$ cat src/cap_seq_pkg.sv
package cap_seq_pkg;

    ////////////////////////////////////////////////////////////////////////
    // Register byte offsets
    localparam logic [7:0] OFS_CTRL = 8'h00;
    localparam logic [7:0] OFS_BANK0 = 8'h04;
    localparam logic [7:0] OFS_BANK1 = 8'h08;
    localparam logic [7:0] OFS_INTERVAL0 = 8'h0c;
    localparam logic [7:0] OFS_INTERVAL1 = 8'h10;
    localparam logic [7:0] OFS_COMMAND = 8'h14;
    localparam logic [7:0] OFS_STATUS = 8'h18;

    ////////////////////////////////////////////////////////////////////////
    // Reset values
    localparam logic [23:0] CTRL_RST = 24'h00_0800;
    localparam logic [17:0] BANK_RST = 18'h0_0000;
    localparam logic [23:0] INTERVAL_RST = 24'h00_0000;

    ////////////////////////////////////////////////////////////////////////
    // Control register fields
    localparam int CTRL_W = 24;
    localparam int F_PORT_EN = 0;
    localparam int F_REF_INT = 8;
    localparam int F_DIFF = 9;
    localparam int F_FLOAT = 10;
    localparam int F_COMP_INT = 11;
    localparam int F_COMP_EXT = 12;
    localparam int F_COMP_R = 13;
    localparam int F_BAL = 14;
    localparam int F_FORCE = 15;
    localparam int F_FAKE = 16;
    localparam int F_PIN_SEL = 20;
    localparam int F_RETRIG = 22;
    localparam int F_BANK = 23;

    // Bank register fields
    localparam int BANK_W = 18;
    localparam int F_AVG = 0;
    localparam int AVG_W = 13;
    localparam int F_TRIG = 16;

    // Status register fields
    localparam int F_ST_BUSY = 0;
    localparam int F_ST_BANK = 1;
    localparam int F_ST_COUNT = 16;

    ////////////////////////////////////////////////////////////////////////
    // Trigger selector codes
    localparam logic [1:0] TRIG_OFF_STRETCH = 2'h0;
    localparam logic [1:0] TRIG_SINGLE_CONT = 2'h1;
    localparam logic [1:0] TRIG_TIMER = 2'h2;
    localparam logic [1:0] TRIG_PIN = 2'h3;

    ////////////////////////////////////////////////////////////////////////
    // Sequence slots, in order of execution
    localparam logic [4:0] SLOT_REF = 5'h00;
    localparam logic [4:0] SLOT_PORT0 = 5'h01;
    localparam logic [4:0] SLOT_CINT = 5'h09;
    localparam logic [4:0] SLOT_CEXT = 5'h0a;
    localparam logic [4:0] SLOT_CR = 5'h0b;
    localparam logic [4:0] SLOT_BAL0 = 5'h0c;
    localparam logic [4:0] SLOT_LAST = 5'h13;

    localparam logic [3:0] REF_PORT_EXT = 4'h0;
    localparam logic [3:0] REF_PORT_INT = 4'h8;

    // Low-frequency periods per conversion-time unit
    localparam int LF_PER_UNIT = 2;

    ////////////////////////////////////////////////////////////////////////
    // Types
    typedef enum logic [2:0] {
        KIND_REF,
        KIND_PORT,
        KIND_COMP_INT,
        KIND_COMP_EXT,
        KIND_COMP_R,
        KIND_BALANCE
    } meas_kind_e;

    typedef enum logic [1:0] {
        ST_IDLE,
        ST_ISSUE,
        ST_WAIT,
        ST_NEXT
    } seq_state_e;

    typedef struct packed {
        logic psel;
        logic penable;
        logic pwrite;
        logic [31:0] paddr;
        logic [31:0] pwdata;
    } apb_req_s;

    typedef struct packed {
        meas_kind_e kind;
        logic [3:0] port;
        logic floating;
        logic differential;
        logic inactive_dummy;
        logic discard;
    } meas_cmd_s;

endpackage

$ cat src/cap_seq.sv
// Our own choices: the APB interface to the registers and the placing of the registers.
`timescale 1ns/1ps
module cap_seq
    import cap_seq_pkg::*;
#(
    parameter int INTERVAL_W = 24,
    parameter int NUM_PINS = 4
) (
    input wire logic clock_i,                    // 20 MHz clock
    input wire logic rst_i,                      // Async reset, high
    input wire apb_req_s apb_i,                  // APB request
    output logic apb_pready_o,                   // APB ready
    output logic apb_pslverr_o,                  // APB error
    output logic [31:0] apb_prdata_o,            // APB read data
    input wire logic low_frequency_oscillator_i, // LF clock pin
    input wire logic [NUM_PINS-1:0] gpio_i,      // Trigger pins
    input wire logic dsp_start_i,                // Processor start pulse
    input wire logic processor_end_i,            // Processor end pulse
    input wire logic meas_done_i,                // Front end done pulse
    output logic meas_start_o,                   // Measurement start
    output meas_cmd_s meas_cmd_o,                // Measurement setup
    output logic busy_o,                         // Conversion running
    output logic eoc_o                           // End of conversion
);

    ////////////////////////////////////////////////////////////////////////
    // APB register file
    logic [CTRL_W-1:0] ctrl_q, ctrl_d;
    logic [BANK_W-1:0] bank0_q, bank0_d, bank1_q, bank1_d;
    logic [INTERVAL_W-1:0] int0_q, int0_d, int1_q, int1_d;
    logic [31:0] prdata_q, prdata_d;
    logic cmd_start_q, cmd_start_d;
    logic [15:0] conv_count_q;
    logic sh_bank_q;
    seq_state_e state_q;
    logic access, wr_en, mapped;
    logic [7:0] ofs;

    assign ofs = apb_i.paddr[7:0];
    assign access = apb_i.psel && apb_i.penable;
    assign wr_en = access && apb_i.pwrite;

    always_comb begin
        mapped = (apb_i.paddr[31:8] == 24'h00_0000) && (ofs[1:0] == 2'h0)
            && (ofs <= OFS_STATUS);
        ctrl_d = ctrl_q;
        bank0_d = bank0_q;
        bank1_d = bank1_q;
        int0_d = int0_q;
        int1_d = int1_q;
        cmd_start_d = 1'b0;
        prdata_d = prdata_q;
        if (wr_en && mapped) begin
            unique case (ofs)
                OFS_CTRL: ctrl_d = apb_i.pwdata[CTRL_W-1:0];
                OFS_BANK0: bank0_d = apb_i.pwdata[BANK_W-1:0];
                OFS_BANK1: bank1_d = apb_i.pwdata[BANK_W-1:0];
                OFS_INTERVAL0: int0_d = apb_i.pwdata[INTERVAL_W-1:0];
                OFS_INTERVAL1: int1_d = apb_i.pwdata[INTERVAL_W-1:0];
                OFS_COMMAND: cmd_start_d = apb_i.pwdata[0];
                default: cmd_start_d = 1'b0;
            endcase
        end
        if (apb_i.psel && !apb_i.penable) begin
            prdata_d = 32'h0000_0000;
            unique case (ofs)
                OFS_CTRL: prdata_d[CTRL_W-1:0] = ctrl_q;
                OFS_BANK0: prdata_d[BANK_W-1:0] = bank0_q;
                OFS_BANK1: prdata_d[BANK_W-1:0] = bank1_q;
                OFS_INTERVAL0: prdata_d[INTERVAL_W-1:0] = int0_q;
                OFS_INTERVAL1: prdata_d[INTERVAL_W-1:0] = int1_q;
                OFS_STATUS: begin
                    prdata_d[F_ST_BUSY] = (state_q != ST_IDLE);
                    prdata_d[F_ST_BANK] = sh_bank_q;
                    prdata_d[F_ST_COUNT +: 16] = conv_count_q;
                end
                default: prdata_d = 32'h0000_0000;
            endcase
        end
    end

    always_ff @(posedge clock_i or posedge rst_i) begin
        if (rst_i) begin
            ctrl_q <= CTRL_RST;
            bank0_q <= BANK_RST;
            bank1_q <= BANK_RST;
            int0_q <= INTERVAL_RST[INTERVAL_W-1:0];
            int1_q <= INTERVAL_RST[INTERVAL_W-1:0];
            cmd_start_q <= 1'b0;
            prdata_q <= 32'h0000_0000;
        end else begin
            ctrl_q <= ctrl_d;
            bank0_q <= bank0_d;
            bank1_q <= bank1_d;
            int0_q <= int0_d;
            int1_q <= int1_d;
            cmd_start_q <= cmd_start_d;
            prdata_q <= prdata_d;
        end
    end

    assign apb_pready_o = 1'b1;
    assign apb_pslverr_o = access && !mapped;
    assign apb_prdata_o = prdata_q;

    ////////////////////////////////////////////////////////////////////////
    // Pin synchronisers and edge detect
    logic [NUM_PINS:0] sync1_q, sync2_q, sync3_q, lvl_q, lvl_d;
    logic [NUM_PINS:0] pins_in;
    logic lf_edge, pin_edge;

    assign pins_in = {low_frequency_oscillator_i, gpio_i};

    always_comb begin
        lvl_d = lvl_q;
        for (int i = 0; i <= NUM_PINS; i++) begin
            if (sync2_q[i] == sync3_q[i]) begin
                lvl_d[i] = sync3_q[i];
            end
        end
    end

    always_ff @(posedge clock_i or posedge rst_i) begin
        if (rst_i) begin
            sync1_q <= '0;
            sync2_q <= '0;
            sync3_q <= '0;
            lvl_q <= '0;
        end else begin
            sync1_q <= pins_in;
            sync2_q <= sync1_q;
            sync3_q <= sync2_q;
            lvl_q <= lvl_d;
        end
    end

    assign lf_edge = lvl_d[NUM_PINS] && !lvl_q[NUM_PINS];
    assign pin_edge = lvl_d[ctrl_q[F_PIN_SEL +: 2]]
        && !lvl_q[ctrl_q[F_PIN_SEL +: 2]];

    ////////////////////////////////////////////////////////////////////////
    // Active bank, mode decode, conversion timer
    logic [1:0] act_trig;
    logic [AVG_W-1:0] act_avg;
    logic [INTERVAL_W-1:0] act_int;
    logic time_zero, mode_off, mode_stretch, mode_cont, mode_single;
    logic mode_timer, mode_pin, take;
    logic [INTERVAL_W:0] tmr_q, tmr_d, target;
    logic tmr_exp;
    logic pending_q, pending_d;

    assign act_trig = ctrl_q[F_BANK] ? bank1_q[F_TRIG +: 2]
        : bank0_q[F_TRIG +: 2];
    assign act_avg = ctrl_q[F_BANK] ? bank1_q[F_AVG +: AVG_W]
        : bank0_q[F_AVG +: AVG_W];
    assign act_int = ctrl_q[F_BANK] ? int1_q : int0_q;
    assign time_zero = (act_int == '0);
    assign mode_off = (act_trig == TRIG_OFF_STRETCH) && time_zero;
    assign mode_stretch = (act_trig == TRIG_OFF_STRETCH) && !time_zero;
    assign mode_cont = (act_trig == TRIG_SINGLE_CONT) && !time_zero;
    assign mode_single = (act_trig == TRIG_SINGLE_CONT) && time_zero;
    assign mode_timer = (act_trig == TRIG_TIMER);
    assign mode_pin = (act_trig == TRIG_PIN);
    assign target = (INTERVAL_W+1)'(LF_PER_UNIT) * {1'b0, act_int};

    always_comb begin
        tmr_d = tmr_q;
        tmr_exp = 1'b0;
        if (!(mode_stretch || mode_timer) || time_zero) begin
            tmr_d = '0;
        end else if (mode_stretch && take) begin
            tmr_d = '0;
        end else if (lf_edge) begin
            if (tmr_q + 1'b1 >= target) begin
                tmr_exp = 1'b1;
                tmr_d = '0;
            end else begin
                tmr_d = tmr_q + 1'b1;
            end
        end
    end

    always_comb begin
        pending_d = pending_q && !take;
        if ((mode_single || mode_pin) && (cmd_start_q || dsp_start_i)) begin
            pending_d = 1'b1;
        end
        if (mode_pin && pin_edge) begin
            pending_d = 1'b1;
        end
        if ((mode_stretch || mode_timer) && tmr_exp) begin
            pending_d = 1'b1;
        end
        if (ctrl_q[F_RETRIG] && processor_end_i) begin
            pending_d = 1'b1;
        end
        if (mode_off) begin
            pending_d = 1'b0;
        end
    end

    always_ff @(posedge clock_i or posedge rst_i) begin
        if (rst_i) begin
            tmr_q <= '0;
            pending_q <= 1'b0;
        end else begin
            tmr_q <= tmr_d;
            pending_q <= pending_d;
        end
    end

    ////////////////////////////////////////////////////////////////////////
    // Measurement sequencer
    function automatic logic port_on(input logic [2:0] i,
                                     input logic [CTRL_W-1:0] c);
        logic ext_ref;
        ext_ref = !c[F_REF_INT] || c[F_DIFF];
        return c[F_PORT_EN + int'(i)]
            && !(ext_ref && i == 3'h0)
            && !(c[F_DIFF] && i[0]);
    endfunction

    function automatic logic slot_on(input logic [4:0] s,
                                     input logic [CTRL_W-1:0] c);
        logic on;
        on = 1'b0;
        if (s == SLOT_REF) begin
            on = 1'b1;
        end else if (s < SLOT_CINT) begin
            on = port_on(3'(s - SLOT_PORT0), c);
        end else if (s == SLOT_CINT) begin
            on = c[F_COMP_INT];
        end else if (s == SLOT_CEXT) begin
            on = c[F_COMP_EXT] && c[F_FLOAT];
        end else if (s == SLOT_CR) begin
            on = c[F_COMP_R];
        end else if (s <= SLOT_LAST) begin
            on = c[F_BAL] && (c[F_DIFF] || c[F_FLOAT])
                && port_on(3'(s - SLOT_BAL0), c);
        end
        return on;
    endfunction

    seq_state_e state_d;
    logic [4:0] slot_q, slot_d;
    logic [13:0] seq_cnt_q, seq_cnt_d, total;
    logic [CTRL_W-1:0] sh_ctrl_q, sh_ctrl_d;
    logic [AVG_W-1:0] sh_avg_q, sh_avg_d;
    logic sh_bank_d;
    logic [15:0] conv_count_d;
    logic eoc_q, eoc_d, start_q, start_d;
    meas_cmd_s cmd_q, cmd_d;
    logic [3:0] fake;

    assign fake = sh_ctrl_q[F_FAKE +: 4];
    assign total = 14'(fake) + ((sh_avg_q == '0) ? 14'h0001
        : 14'(sh_avg_q));
    assign take = (state_q == ST_IDLE) && !mode_off
        && (mode_cont || pending_q);

    always_comb begin
        state_d = state_q;
        slot_d = slot_q;
        seq_cnt_d = seq_cnt_q;
        sh_ctrl_d = sh_ctrl_q;
        sh_avg_d = sh_avg_q;
        sh_bank_d = sh_bank_q;
        conv_count_d = conv_count_q;
        eoc_d = 1'b0;
        start_d = 1'b0;
        cmd_d = cmd_q;
        unique case (state_q)
            ST_IDLE: begin
                if (take) begin
                    sh_ctrl_d = ctrl_q;
                    sh_avg_d = act_avg;
                    sh_bank_d = ctrl_q[F_BANK];
                    slot_d = SLOT_REF;
                    seq_cnt_d = '0;
                    state_d = ST_ISSUE;
                end
            end
            ST_ISSUE: begin
                if (slot_on(slot_q, sh_ctrl_q)) begin
                    start_d = 1'b1;
                    cmd_d.port = 4'h0;
                    if (slot_q == SLOT_REF) begin
                        cmd_d.kind = KIND_REF;
                        cmd_d.port = (sh_ctrl_q[F_REF_INT] && !sh_ctrl_q[F_DIFF])
                            ? REF_PORT_INT : REF_PORT_EXT;
                    end else if (slot_q < SLOT_CINT) begin
                        cmd_d.kind = KIND_PORT;
                        cmd_d.port = 4'(slot_q - SLOT_PORT0);
                    end else if (slot_q == SLOT_CINT) begin
                        cmd_d.kind = KIND_COMP_INT;
                    end else if (slot_q == SLOT_CEXT) begin
                        cmd_d.kind = KIND_COMP_EXT;
                    end else if (slot_q == SLOT_CR) begin
                        cmd_d.kind = KIND_COMP_R;
                    end else begin
                        cmd_d.kind = KIND_BALANCE;
                        cmd_d.port = 4'(slot_q - SLOT_BAL0);
                    end
                    cmd_d.floating = sh_ctrl_q[F_FLOAT];
                    cmd_d.differential = sh_ctrl_q[F_DIFF];
                    cmd_d.inactive_dummy = sh_ctrl_q[F_DIFF]
                        && sh_ctrl_q[F_FORCE];
                    cmd_d.discard = (seq_cnt_q < 14'(fake));
                    state_d = ST_WAIT;
                end else if (slot_q == SLOT_LAST) begin
                    state_d = ST_NEXT;
                end else begin
                    slot_d = slot_q + 5'h01;
                end
            end
            ST_WAIT: begin
                if (meas_done_i) begin
                    if (slot_q == SLOT_LAST) begin
                        state_d = ST_NEXT;
                    end else begin
                        slot_d = slot_q + 5'h01;
                        state_d = ST_ISSUE;
                    end
                end
            end
            ST_NEXT: begin
                if (seq_cnt_q + 14'h0001 >= total) begin
                    eoc_d = 1'b1;
                    conv_count_d = conv_count_q + 16'h0001;
                    state_d = ST_IDLE;
                end else begin
                    seq_cnt_d = seq_cnt_q + 14'h0001;
                    slot_d = SLOT_REF;
                    state_d = ST_ISSUE;
                end
            end
        endcase
    end

    always_ff @(posedge clock_i or posedge rst_i) begin
        if (rst_i) begin
            state_q <= ST_IDLE;
            slot_q <= SLOT_REF;
            seq_cnt_q <= '0;
            sh_ctrl_q <= CTRL_RST;
            sh_avg_q <= '0;
            sh_bank_q <= 1'b0;
            conv_count_q <= 16'h0000;
            eoc_q <= 1'b0;
            start_q <= 1'b0;
            cmd_q <= '0;
        end else begin
            state_q <= state_d;
            slot_q <= slot_d;
            seq_cnt_q <= seq_cnt_d;
            sh_ctrl_q <= sh_ctrl_d;
            sh_avg_q <= sh_avg_d;
            sh_bank_q <= sh_bank_d;
            conv_count_q <= conv_count_d;
            eoc_q <= eoc_d;
            start_q <= start_d;
            cmd_q <= cmd_d;
        end
    end

    assign meas_start_o = start_q;
    assign meas_cmd_o = cmd_q;
    assign eoc_o = eoc_q;
    assign busy_o = (state_q != ST_IDLE);
endmodule

$ cat config.mk
export PLATFORM = sky130hd
export DESIGN_NAME = cap_seq
export DESIGN_NICKNAME = d
export VERILOG_FILES = /design/src/cap_seq_pkg.sv /design/src/cap_seq.sv
export SDC_FILE = /design/constraint.sdc
export NUM_CORES = 1
export LEC_CHECK = 0
export BUFFER_PORTS_ARGS = -buffer_cell sky130_fd_sc_hd__clkbuf_2
export CAP_MARGIN = 20
export CELL_PAD_IN_SITES_DETAIL_PLACEMENT = 1
export CELL_PAD_IN_SITES_GLOBAL_PLACEMENT = 1
export CORE_MARGIN = 2
export CORE_UTILIZATION = 52
export DETAILED_ROUTE_END_ITERATION = 7
export PLACE_DENSITY = 0.95
export SYNTH_ARGS = -nofsm -noshare
export SYNTH_HDL_FRONTEND = slang
export SYNTH_SLANG_ARGS = --single-unit
$ cat constraint.sdc
create_clock -name clock_i -period 27.2 [get_ports clock_i]
set_input_delay 5.44 -clock clock_i [delete_from_list [all_inputs] [get_ports clock_i]]
set_output_delay 5.44 -clock clock_i [all_outputs]
set_load 0.05 [all_outputs]
Word-level counts from Yosys, hierarchy flattened:

Cells that the tools add are included.
W data, S select, Z words.

* bits in registers: 271
* bits in latches: 0
* RAM bits: 0
* ROM bits: 0
* memories kept: 0

* add/sub/neg operators: 7
* multipliers: 0
* div/mod/pow operators: 0
* $lt $le $gt $ge: 9
* equal/unequal tests: 26
* shift operators: 0
* muxes and demuxes: 73
* bitwise logic cells: 0
* reduce and logical (&&, ||, !) cells: 79

Operator list (number)
* $mux W25: 4
* $pmux W14 S5: 1
* $logic_not A24 Y1: 2
* $logic_and A1 B1 Y1: 34
* $mux W1: 33
* $mux W14: 2
* $pmux W14 S2: 1
* $mux W13: 2
* $add A25 B1 Y25 const B: 1
* $ge A25 B25 Y1: 1
* $mux W5: 5
* $eq A8 B5 Y1 const B: 3
* $mux W24: 1
* $pmux W2 S6: 2
* $pmux W6 S4: 1
* $pmux W5 S4: 1
* $add A16 B1 Y16 const B: 1
* $eq A8 B4 Y1 const B: 2
* $mux W4: 4
* $reduce_and A2 Y1: 8
* $eq A5 B4 Y1 const B: 3
* $add A14 B1 Y14 const B: 1
* $add A4 B13 Y14: 1
* $ge A14 B14 Y1: 1
* other kinds (34): 79

Logic depth before layout (Yosys ltp):

Gate-level depths: netlist of the first run.

* depth after elaboration: 16
* depth in mapped cells: 23
* gate-level depth less buffers: 20

Worst setup path after synthesis of the first run:

OpenSTA, ideal clock, no wires.

* kind: input-to-output
* start: in apb_i[33] in the netlist's numbering
* end: out apb_pslverr_o
* arrival: 6.723 ns
* data required time: 21.760 ns
* slack: 15.037 ns
* stages on the path: 5
* path buffers: 1
* cells stage by stage: or4_1 > or2_1 > buf_2 > nor3_2 > nor2_1

* cells in the longest elaborated chain, start to end: 5

Ends and longest elaborated chain
* start: declaration: RTL line cap_seq.sv:11 `input wire apb_req_s apb_i,`
* branches (longest 2 deep; another with $le A8 B5 Y1)
* $logic_and A1 B1 Y1 *: RTL line cap_seq.sv:45 `&& (ofs <= OFS_STATUS);`
* $logic_not A1 Y1 *: RTL line cap_seq.sv:103 `assign apb_pslverr_o = access && !mapped;`
* $logic_and A1 B1 Y1 *: RTL line cap_seq.sv:103
* end: declaration: RTL line cap_seq.sv:13 `output logic apb_pslverr_o,`

Mark *: on every way between the ends.

Final worst setup path of the first run:

* start: in apb_i[36] in the netlist's numbering
* end: out apb_pslverr_o

* cells in the longest elaborated chain, start to end: 4

Ends and longest elaborated chain (RTL line)
* $le A8 B5 Y1: cap_seq.sv:45
* $logic_and A1 B1 Y1: cap_seq.sv:45
* $logic_not A1 Y1: cap_seq.sv:103
* $logic_and A1 B1 Y1: cap_seq.sv:103

Every way passes these cells.

==> impl_metrics.ini, run 1 <==
[clock_network]
cts_tree = yes
clock-sinks = 271
cts-buffers-inserted = 29
ctsResizeCount = 0
clk_path_buf_depth = 3
clock_latency_ns = 0.56
cts_hold_buf = 0
h-tree-depth = 1
cts_root_buf = clkbuf_16
post_cts_buffers = 0
clk_pin_slew_ns = 0.06

[cells_and_area]
multi_input_area_um2 = 7210
layout.core_utilization = 0.602
nNetsFinal = 1555
final_cell_mix = 268 x dfrtp_1, 138 x nand2_1, 115 x mux2_2, 115 x clkbuf_2, 92 x o21ai_0
final_common_cell = dfrtp_1
drive_gt1_frac = 0.236
final_cells = 1778
diodes = 0
final_area_um2 = 16300
fillers = 2866
syn_to_final_growth_pct = 13.2
seq_area_um2 = 6790

[global_routing]
grt_max_degree = 129
grt_usage = 0.352
antenna_found_initial = 0
grt_pass1_vias = 13014
grt.overflow.total = 0
grt_pass1_wl_mm = 78.6

[logic_synthesis]
syn_nets = 1465
ys_types = 69
synthCells = 1326
synthArstFlopShare = 1.00
syn_avg_cell_area_um2 = 10.8
synth_area_leaders = dfrtp_1 47%, mux2_2 9.0%, ha_1 5.3%
yosysWarningCount = 0
ys_ff_latch = 271
ys_seq_area_frac = 0.472
synthFlopType = dfrtp_1
synth-edff-count = 0
yosysTopAreaCell = dfrtp_1
synth_area_um2 = 14400
synth.top_cell.area_share = 0.468

[setup_path]
endpoint_kind = output pin
crit_chain = clkbuf_2, nand3_1, nand3_1, nor3_2, nor2_1, clkbuf_2
critPathKind = primary input to output pin
critPathMaxStageDelay_ns = 0.87
cp.buffers_inverters = 2
rr_startpoint = sh_avg_q[9]
critPathArrivalTime_ns = 7.23
setup.worst_path.start = apb_i[36]
path_max_fanout = 33
required_ns = 21.76
slowest_stage = clkbuf_2
start_kind = primary input
crit_family = buffers and inverters

[sta]
rsz0062_at_grt = no
slew-limit-headroom = 0.199
clock_skew_ns = 0.0192
fin_hold_ws_ns = 0.348
finalHoldViolCount = 0
final.min_clock_period_ns = 12.67
setup_viol = 0
finalSetupTns_ns = 0
drv_slew = 0
period_share = 0.466
fmax_ghz = 0.0789
worstMarginPinSlew_ns = 1.20

[min_path]
holdCritPathClass = register to register
min_from = sync1_q[3]

[placement]
placed_area_um2 = 15200
dpl.hpwl_mm = 32.9
dp.cells = 1725
gp_congestion = 0.854
io_buffers = 115

[die]
fp.dieW_um = 170
die_h_um = 170
num_io_pins = 125
rows = 60
start_util = 0.532
coreArea_um2 = 27000
die-area_um2 = 29000

[drt]
totalWireLength_mm = 50.9
drc_errors = 0
top_layer = met4
antenna_left = 0
vias = 12159
wl_met3_mm = 3.27
viasPerCell = 6.84
drtIter0Drc = 1036
met1_length_mm = 19.2
firstDrtPassIters = 5
dr_wl_met2_mm = 25.4
routedWlPerCell_um = 28.6

[pwr]
ir_worst_vdd_uv = 56.7
power.leakage_nw = 7.70
p_per_area_nw_per_um2 = 61.9

[outcome]
status = finished clean

[job]
drv_cap = 0
-- worst register-to-register path, delay by kind of cell (launching register included) --
| family | cells | cell delay, ns |
|---|---|---|
| AOI/OAI and AO/OA | 4 | 1.21 |
| xor gates and xnor gates | 2 | 0.43 |
| adders and majority gates | 3 | 0.94 |
| buffers and inverters | 1 | 0.09 |
| DFF | 1 | 0.49 |
| and+or+nand+nor | 10 | 2.53 |
-- final timing paths --
kind	endpoint	slack, ns	cells after the start
setup reg to reg	conv_count_q[8]	21.45	20
max in group asynchronous	seq_cnt_q[0]	20.58	3
hold reg to reg	sync2_q[3]	0.35	0
hold / removal	sync2_q[3]	0.35	0
min in group asynchronous	bank0_q[13]	5.04	2
setup / recovery	apb_pslverr_o	14.53	6
-- report_power, final --
part	leakage [nW]	switching, mW	internal [mW]
sequential	3.70	0.0202	0.416
clock	0.489	0.173	0.253
combinational	3.51	0.0981	0.0461
-- stage by stage --
| step | power, mW | worst slack (ns) |
|---|---|---|
| global placement | 0.572 | 14.78 |
| finish | 1.01 | 14.53 |
| global route | 1.04 | 14.53 |
| detailed placement | 0.583 | 14.75 |
| CTS | 1.01 | 14.61 |
| floorplan | 0.538 | 14.30 |
-- state kept, by name, indices dropped and copies added (netlist names), 2 cells and up --
signal        count
sync3_q           5
seq_cnt_q        14
meas_cmd_o       11
sh_avg_q         13
lvl_q             5
apb_prdata_o     32
slot_q            5
int1_q           24
conv_count_q     16
sync1_q           5
ctrl_q           24
state_q           2
bank1_q          18
sh_ctrl_q        20
sync2_q           5
bank0_q          18
tmr_q            25
int0_q           24
-- logic make-up after synthesis --
logic type      Yosys count  share of synthesized area
xor+xnor                 57                     0.0347
compound gates          242                      0.111
fa+ha+maj                67                     0.0580
buf+inv                 101                     0.0284
mux                     210                      0.165
flops                   271                      0.472
simple gates            377                      0.131
other cells               1                   0.000261
-- per-layer routing --
metal,GRT usage,vias to the layer above
li1,-,5004
met2,0.618,689
met5,0,-
met4,0.174,0
met1,0.421,6232
met3,0.0565,234
-- cell type report --
class                   count  area share
multi-input cells         954       0.443
flip-flops and latches    271       0.417
clock buffers              37      0.0489
repair buffers            131      0.0442
well taps                 341      0.0262
clock inverters            15      0.0128
inverters                  29     0.00715
-- Yosys cell counts, types with 7 or more instances --
master and n:
nor3_1 16, nand2_1 138, a221oi_1 20, nor2b_1 14
mux2i_1 73, clkbuf_1 56, buf_1 7, xnor2_1 28
inv_1 28, ha_1 61, o31ai_1 15, a211oi_1 8
mux2_4 20, nor4_1 25, a21oi_1 28, and3_1 11
nor2_1 50, a32o_1 14, nand4_1 22, dfrtp_1 269
xor2_1 29, nand2b_1 13, mux2_2 115, nand3_1 46
a21o_1 13, o21ai_0 92, a31oi_1 8, o211ai_1 7
Note: power is estimated with default switching activity, not from simulation.
==> run 2: changes to the inputs <==
--- a/config.mk
+++ b/config.mk
@@ -5,14 +5,15 @@
 export SDC_FILE = /design/constraint.sdc
 export NUM_CORES = 1
 export LEC_CHECK = 0
+export ABC_AREA = 1
 export BUFFER_PORTS_ARGS = -buffer_cell sky130_fd_sc_hd__clkbuf_2
 export CAP_MARGIN = 20
 export CELL_PAD_IN_SITES_DETAIL_PLACEMENT = 1
 export CELL_PAD_IN_SITES_GLOBAL_PLACEMENT = 1
 export CORE_MARGIN = 2
-export CORE_UTILIZATION = 52
+export CORE_UTILIZATION = 41
 export DETAILED_ROUTE_END_ITERATION = 7
-export PLACE_DENSITY = 0.95
+export PLACE_DENSITY = 0.86
 export SYNTH_ARGS = -nofsm -noshare
 export SYNTH_HDL_FRONTEND = slang
 export SYNTH_SLANG_ARGS = --single-unit
==> constraint.sdc (replaced) <==
create_clock -name clock_i -period 11.5 [get_ports clock_i]
set_input_delay 2.3 -clock clock_i [delete_from_list [all_inputs] [get_ports clock_i]]
set_output_delay 2.3 -clock clock_i [all_outputs]
set_load 0.05 [all_outputs]
==> run 2 against run 1 <==
Compared with the run above:
- non-clock buffer count is 1 lower
- final cell count is 38% higher
- combinational power grew to 5.4 times the previous value
- sequential cell count stayed put
- critical endpoint unchanged
==> impl_metrics.ini, run 2 <==
[outcome]
status = finished clean

[setup_path]
endpoint_kind = output pin
reg2reg_slack_ns = 5.88
critPathKind = primary input to output pin
reg2reg_depth = 25
path_max_fanout = 18
rr_startpoint = sh_avg_q[10]
start_kind = primary input
critPathArrivalTime_ns = 3.81
rr_endpoint = seq_cnt_q[11]
required_ns = 9.20

[drt]
firstDrtPassIters = 5
antenna_left = 0
routedWlPerCell_um = 19.3
drtIter0Drc = 903
totalWireLength_mm = 47.5
vias = 13601
viasPerCell = 5.52
drc_errors = 0

[min_path]
hold_path_depth = 0
hold_path_end = sync2_q[1]
holdCritPathClass = register to register
min_from = sync1_q[1]

[sta]
drv_slew = 0
fmax_ghz = 0.164
finalHoldViolCount = 0
period_share = 0.531
rsz0062_at_grt = no
worstMarginPinSlew_ns = 1.03
slew-limit-headroom = 0.310
clock_skew_ns = 0.0266
finalSetupTns_ns = 0
fin_hold_ws_ns = 0.353
setup_viol = 0
final.min_clock_period_ns = 6.11

[pwr]
power.leakage_nw = 8.49
p_per_area_nw_per_um2 = 178
ir_worst_vdd_uv = 109

[placement]
gp_congestion = 0.883
dpl.hpwl_mm = 33.1
dp.cells = 2395
io_buffers = 115

[clock_network]
clock_latency_ns = 0.53
cts_hold_buf = 0
clk_pin_slew_ns = 0.06
h-tree-depth = 2
clk_path_buf_depth = 3
ctsResizeCount = 0
cts_root_buf = clkbuf_16
post_cts_buffers = 0
cts_tree = yes
cts-buffers-inserted = 34
clock-sinks = 271

[cells_and_area]
layout.core_utilization = 0.477
multi_input_area_um2 = 6780
final_common_cell = nand2_1
fillers = 4368
nNetsFinal = 2113
syn_to_final_growth_pct = 13.8
seq_area_um2 = 6790
final_cells = 2462
final_cell_mix = 484 x nand2_1, 268 x dfrtp_1, 252 x inv_1
largest_reg_flops = 32
drive_gt1_frac = 0.108

[die]
die_h_um = 195
coreArea_um2 = 35700
rows = 69
num_io_pins = 125
fp.dieW_um = 195
die-area_um2 = 38000
start_util = 0.419

[logic_synthesis]
ys_seq_area_frac = 0.453
ys_ff_latch = 271
synthFlopType = dfrtp_1
ys_types = 54
syn_avg_cell_area_um2 = 7.93
yosysTopAreaCell = dfrtp_1
synth_area_um2 = 15000
synthCells = 1887
yosysMostFrequentCell = nand2_1
synth-edff-count = 0
synth.top_cell.area_share = 0.450
syn_nets = 2026
ys_top_cells_by_count = 484 x nand2_1, 269 x dfrtp_1, 253 x inv_1, 227 x o21ai_0, 111 x nor2_1
synth_area_leaders = dfrtp_1 45%, nand2_1 12%, o21ai_0 7.6%
synthArstFlopShare = 1.00
yosysWarningCount = 0

[job]
drv_cap = 0

[global_routing]
grt_pass1_wl_mm = 76.7
antenna_found_initial = 5
grt_pass1_vias = 14610
grt_max_degree = 112
grt.overflow.total = 0
grt_usage = 0.251
[run 2: layout make-up]
type,count,area share
Antenna cell,2,0.000294
Clock buffer,44,0.0545
Clock inverter,17,0.0123
Inverter,258,0.0573
Multi-Input combinational cell,1279,0.398
Sequential cell,271,0.398
Tap cell,461,0.0339
Timing Repair Buffer,130,0.0455
[run 2: critical path, stage by stage]
cell and delay [ns]:
clkbuf_2 0.08, nor2_1 0.10, nand2_1 0.09, nor2_1 0.28
nand2_4 0.23, inv_2 0.14, nor2_2 0.06, nor3_4 0.22
nor2_1 0.07, clkbuf_2 0.23
[run 2: worst max path at each step]
stage | start | end | slack (ns) | cells after the start
4_1_cts | apb_i[37] | apb_pslverr_o | 5.38 | 10
3_5_place_dp | apb_i[37] | apb_pslverr_o | 5.42 | 10
6_report | apb_i[37] | apb_pslverr_o | 5.39 | 10
5_1_grt | apb_i[37] | apb_pslverr_o | 5.27 | 10
3_3_place_gp | apb_i[37] | apb_pslverr_o | 5.45 | 10
2_1_floorplan | rst_i | apb_prdata_o[0] | 1.74 | 1
[run 2: per-layer routing]
metal  routed length [um]  global-route usage
met1                19700               0.298
met2                23300               0.439
met3                 1980              0.0344
met4                 2510               0.140
met5                   27                   0
[run 2: logic make-up (layout without fill, tap and decap cells)]
kind of cell / Yosys count / count (layout) / share of synthesized area
compound gates: 375 / 375 / 0.140
xor+xnor: 56 / 56 / 0.0328
fa+ha+maj: 67 / 67 / 0.0557
buf+inv: 337 / 449 / 0.0937
flops: 271 / 271 / 0.453
other cells: 1 / 3 / 0.000251
simple gates: 780 / 780 / 0.225
[run 2: through the flow]
stage | setup slack, ns | total power [mW] | area [um^2]
CTS | 5.38 | 3.04 | 16900
floorplan | 1.74 | 1.72 | 15000
detailed placement | 5.42 | 1.94 | 15800
finish | 5.39 | 3.03 | 17000
global placement | 5.45 | 1.89 | 15800
global route | 5.27 | 3.20 | 17000
[run 2: power by group]
group	leakage, nW	internal [mW]	total [mW]	switching [mW]
combinational	4.81	0.241	0.784	0.543
sequential	3.11	1.05	1.15	0.0956
clock	0.563	0.665	1.10	0.430
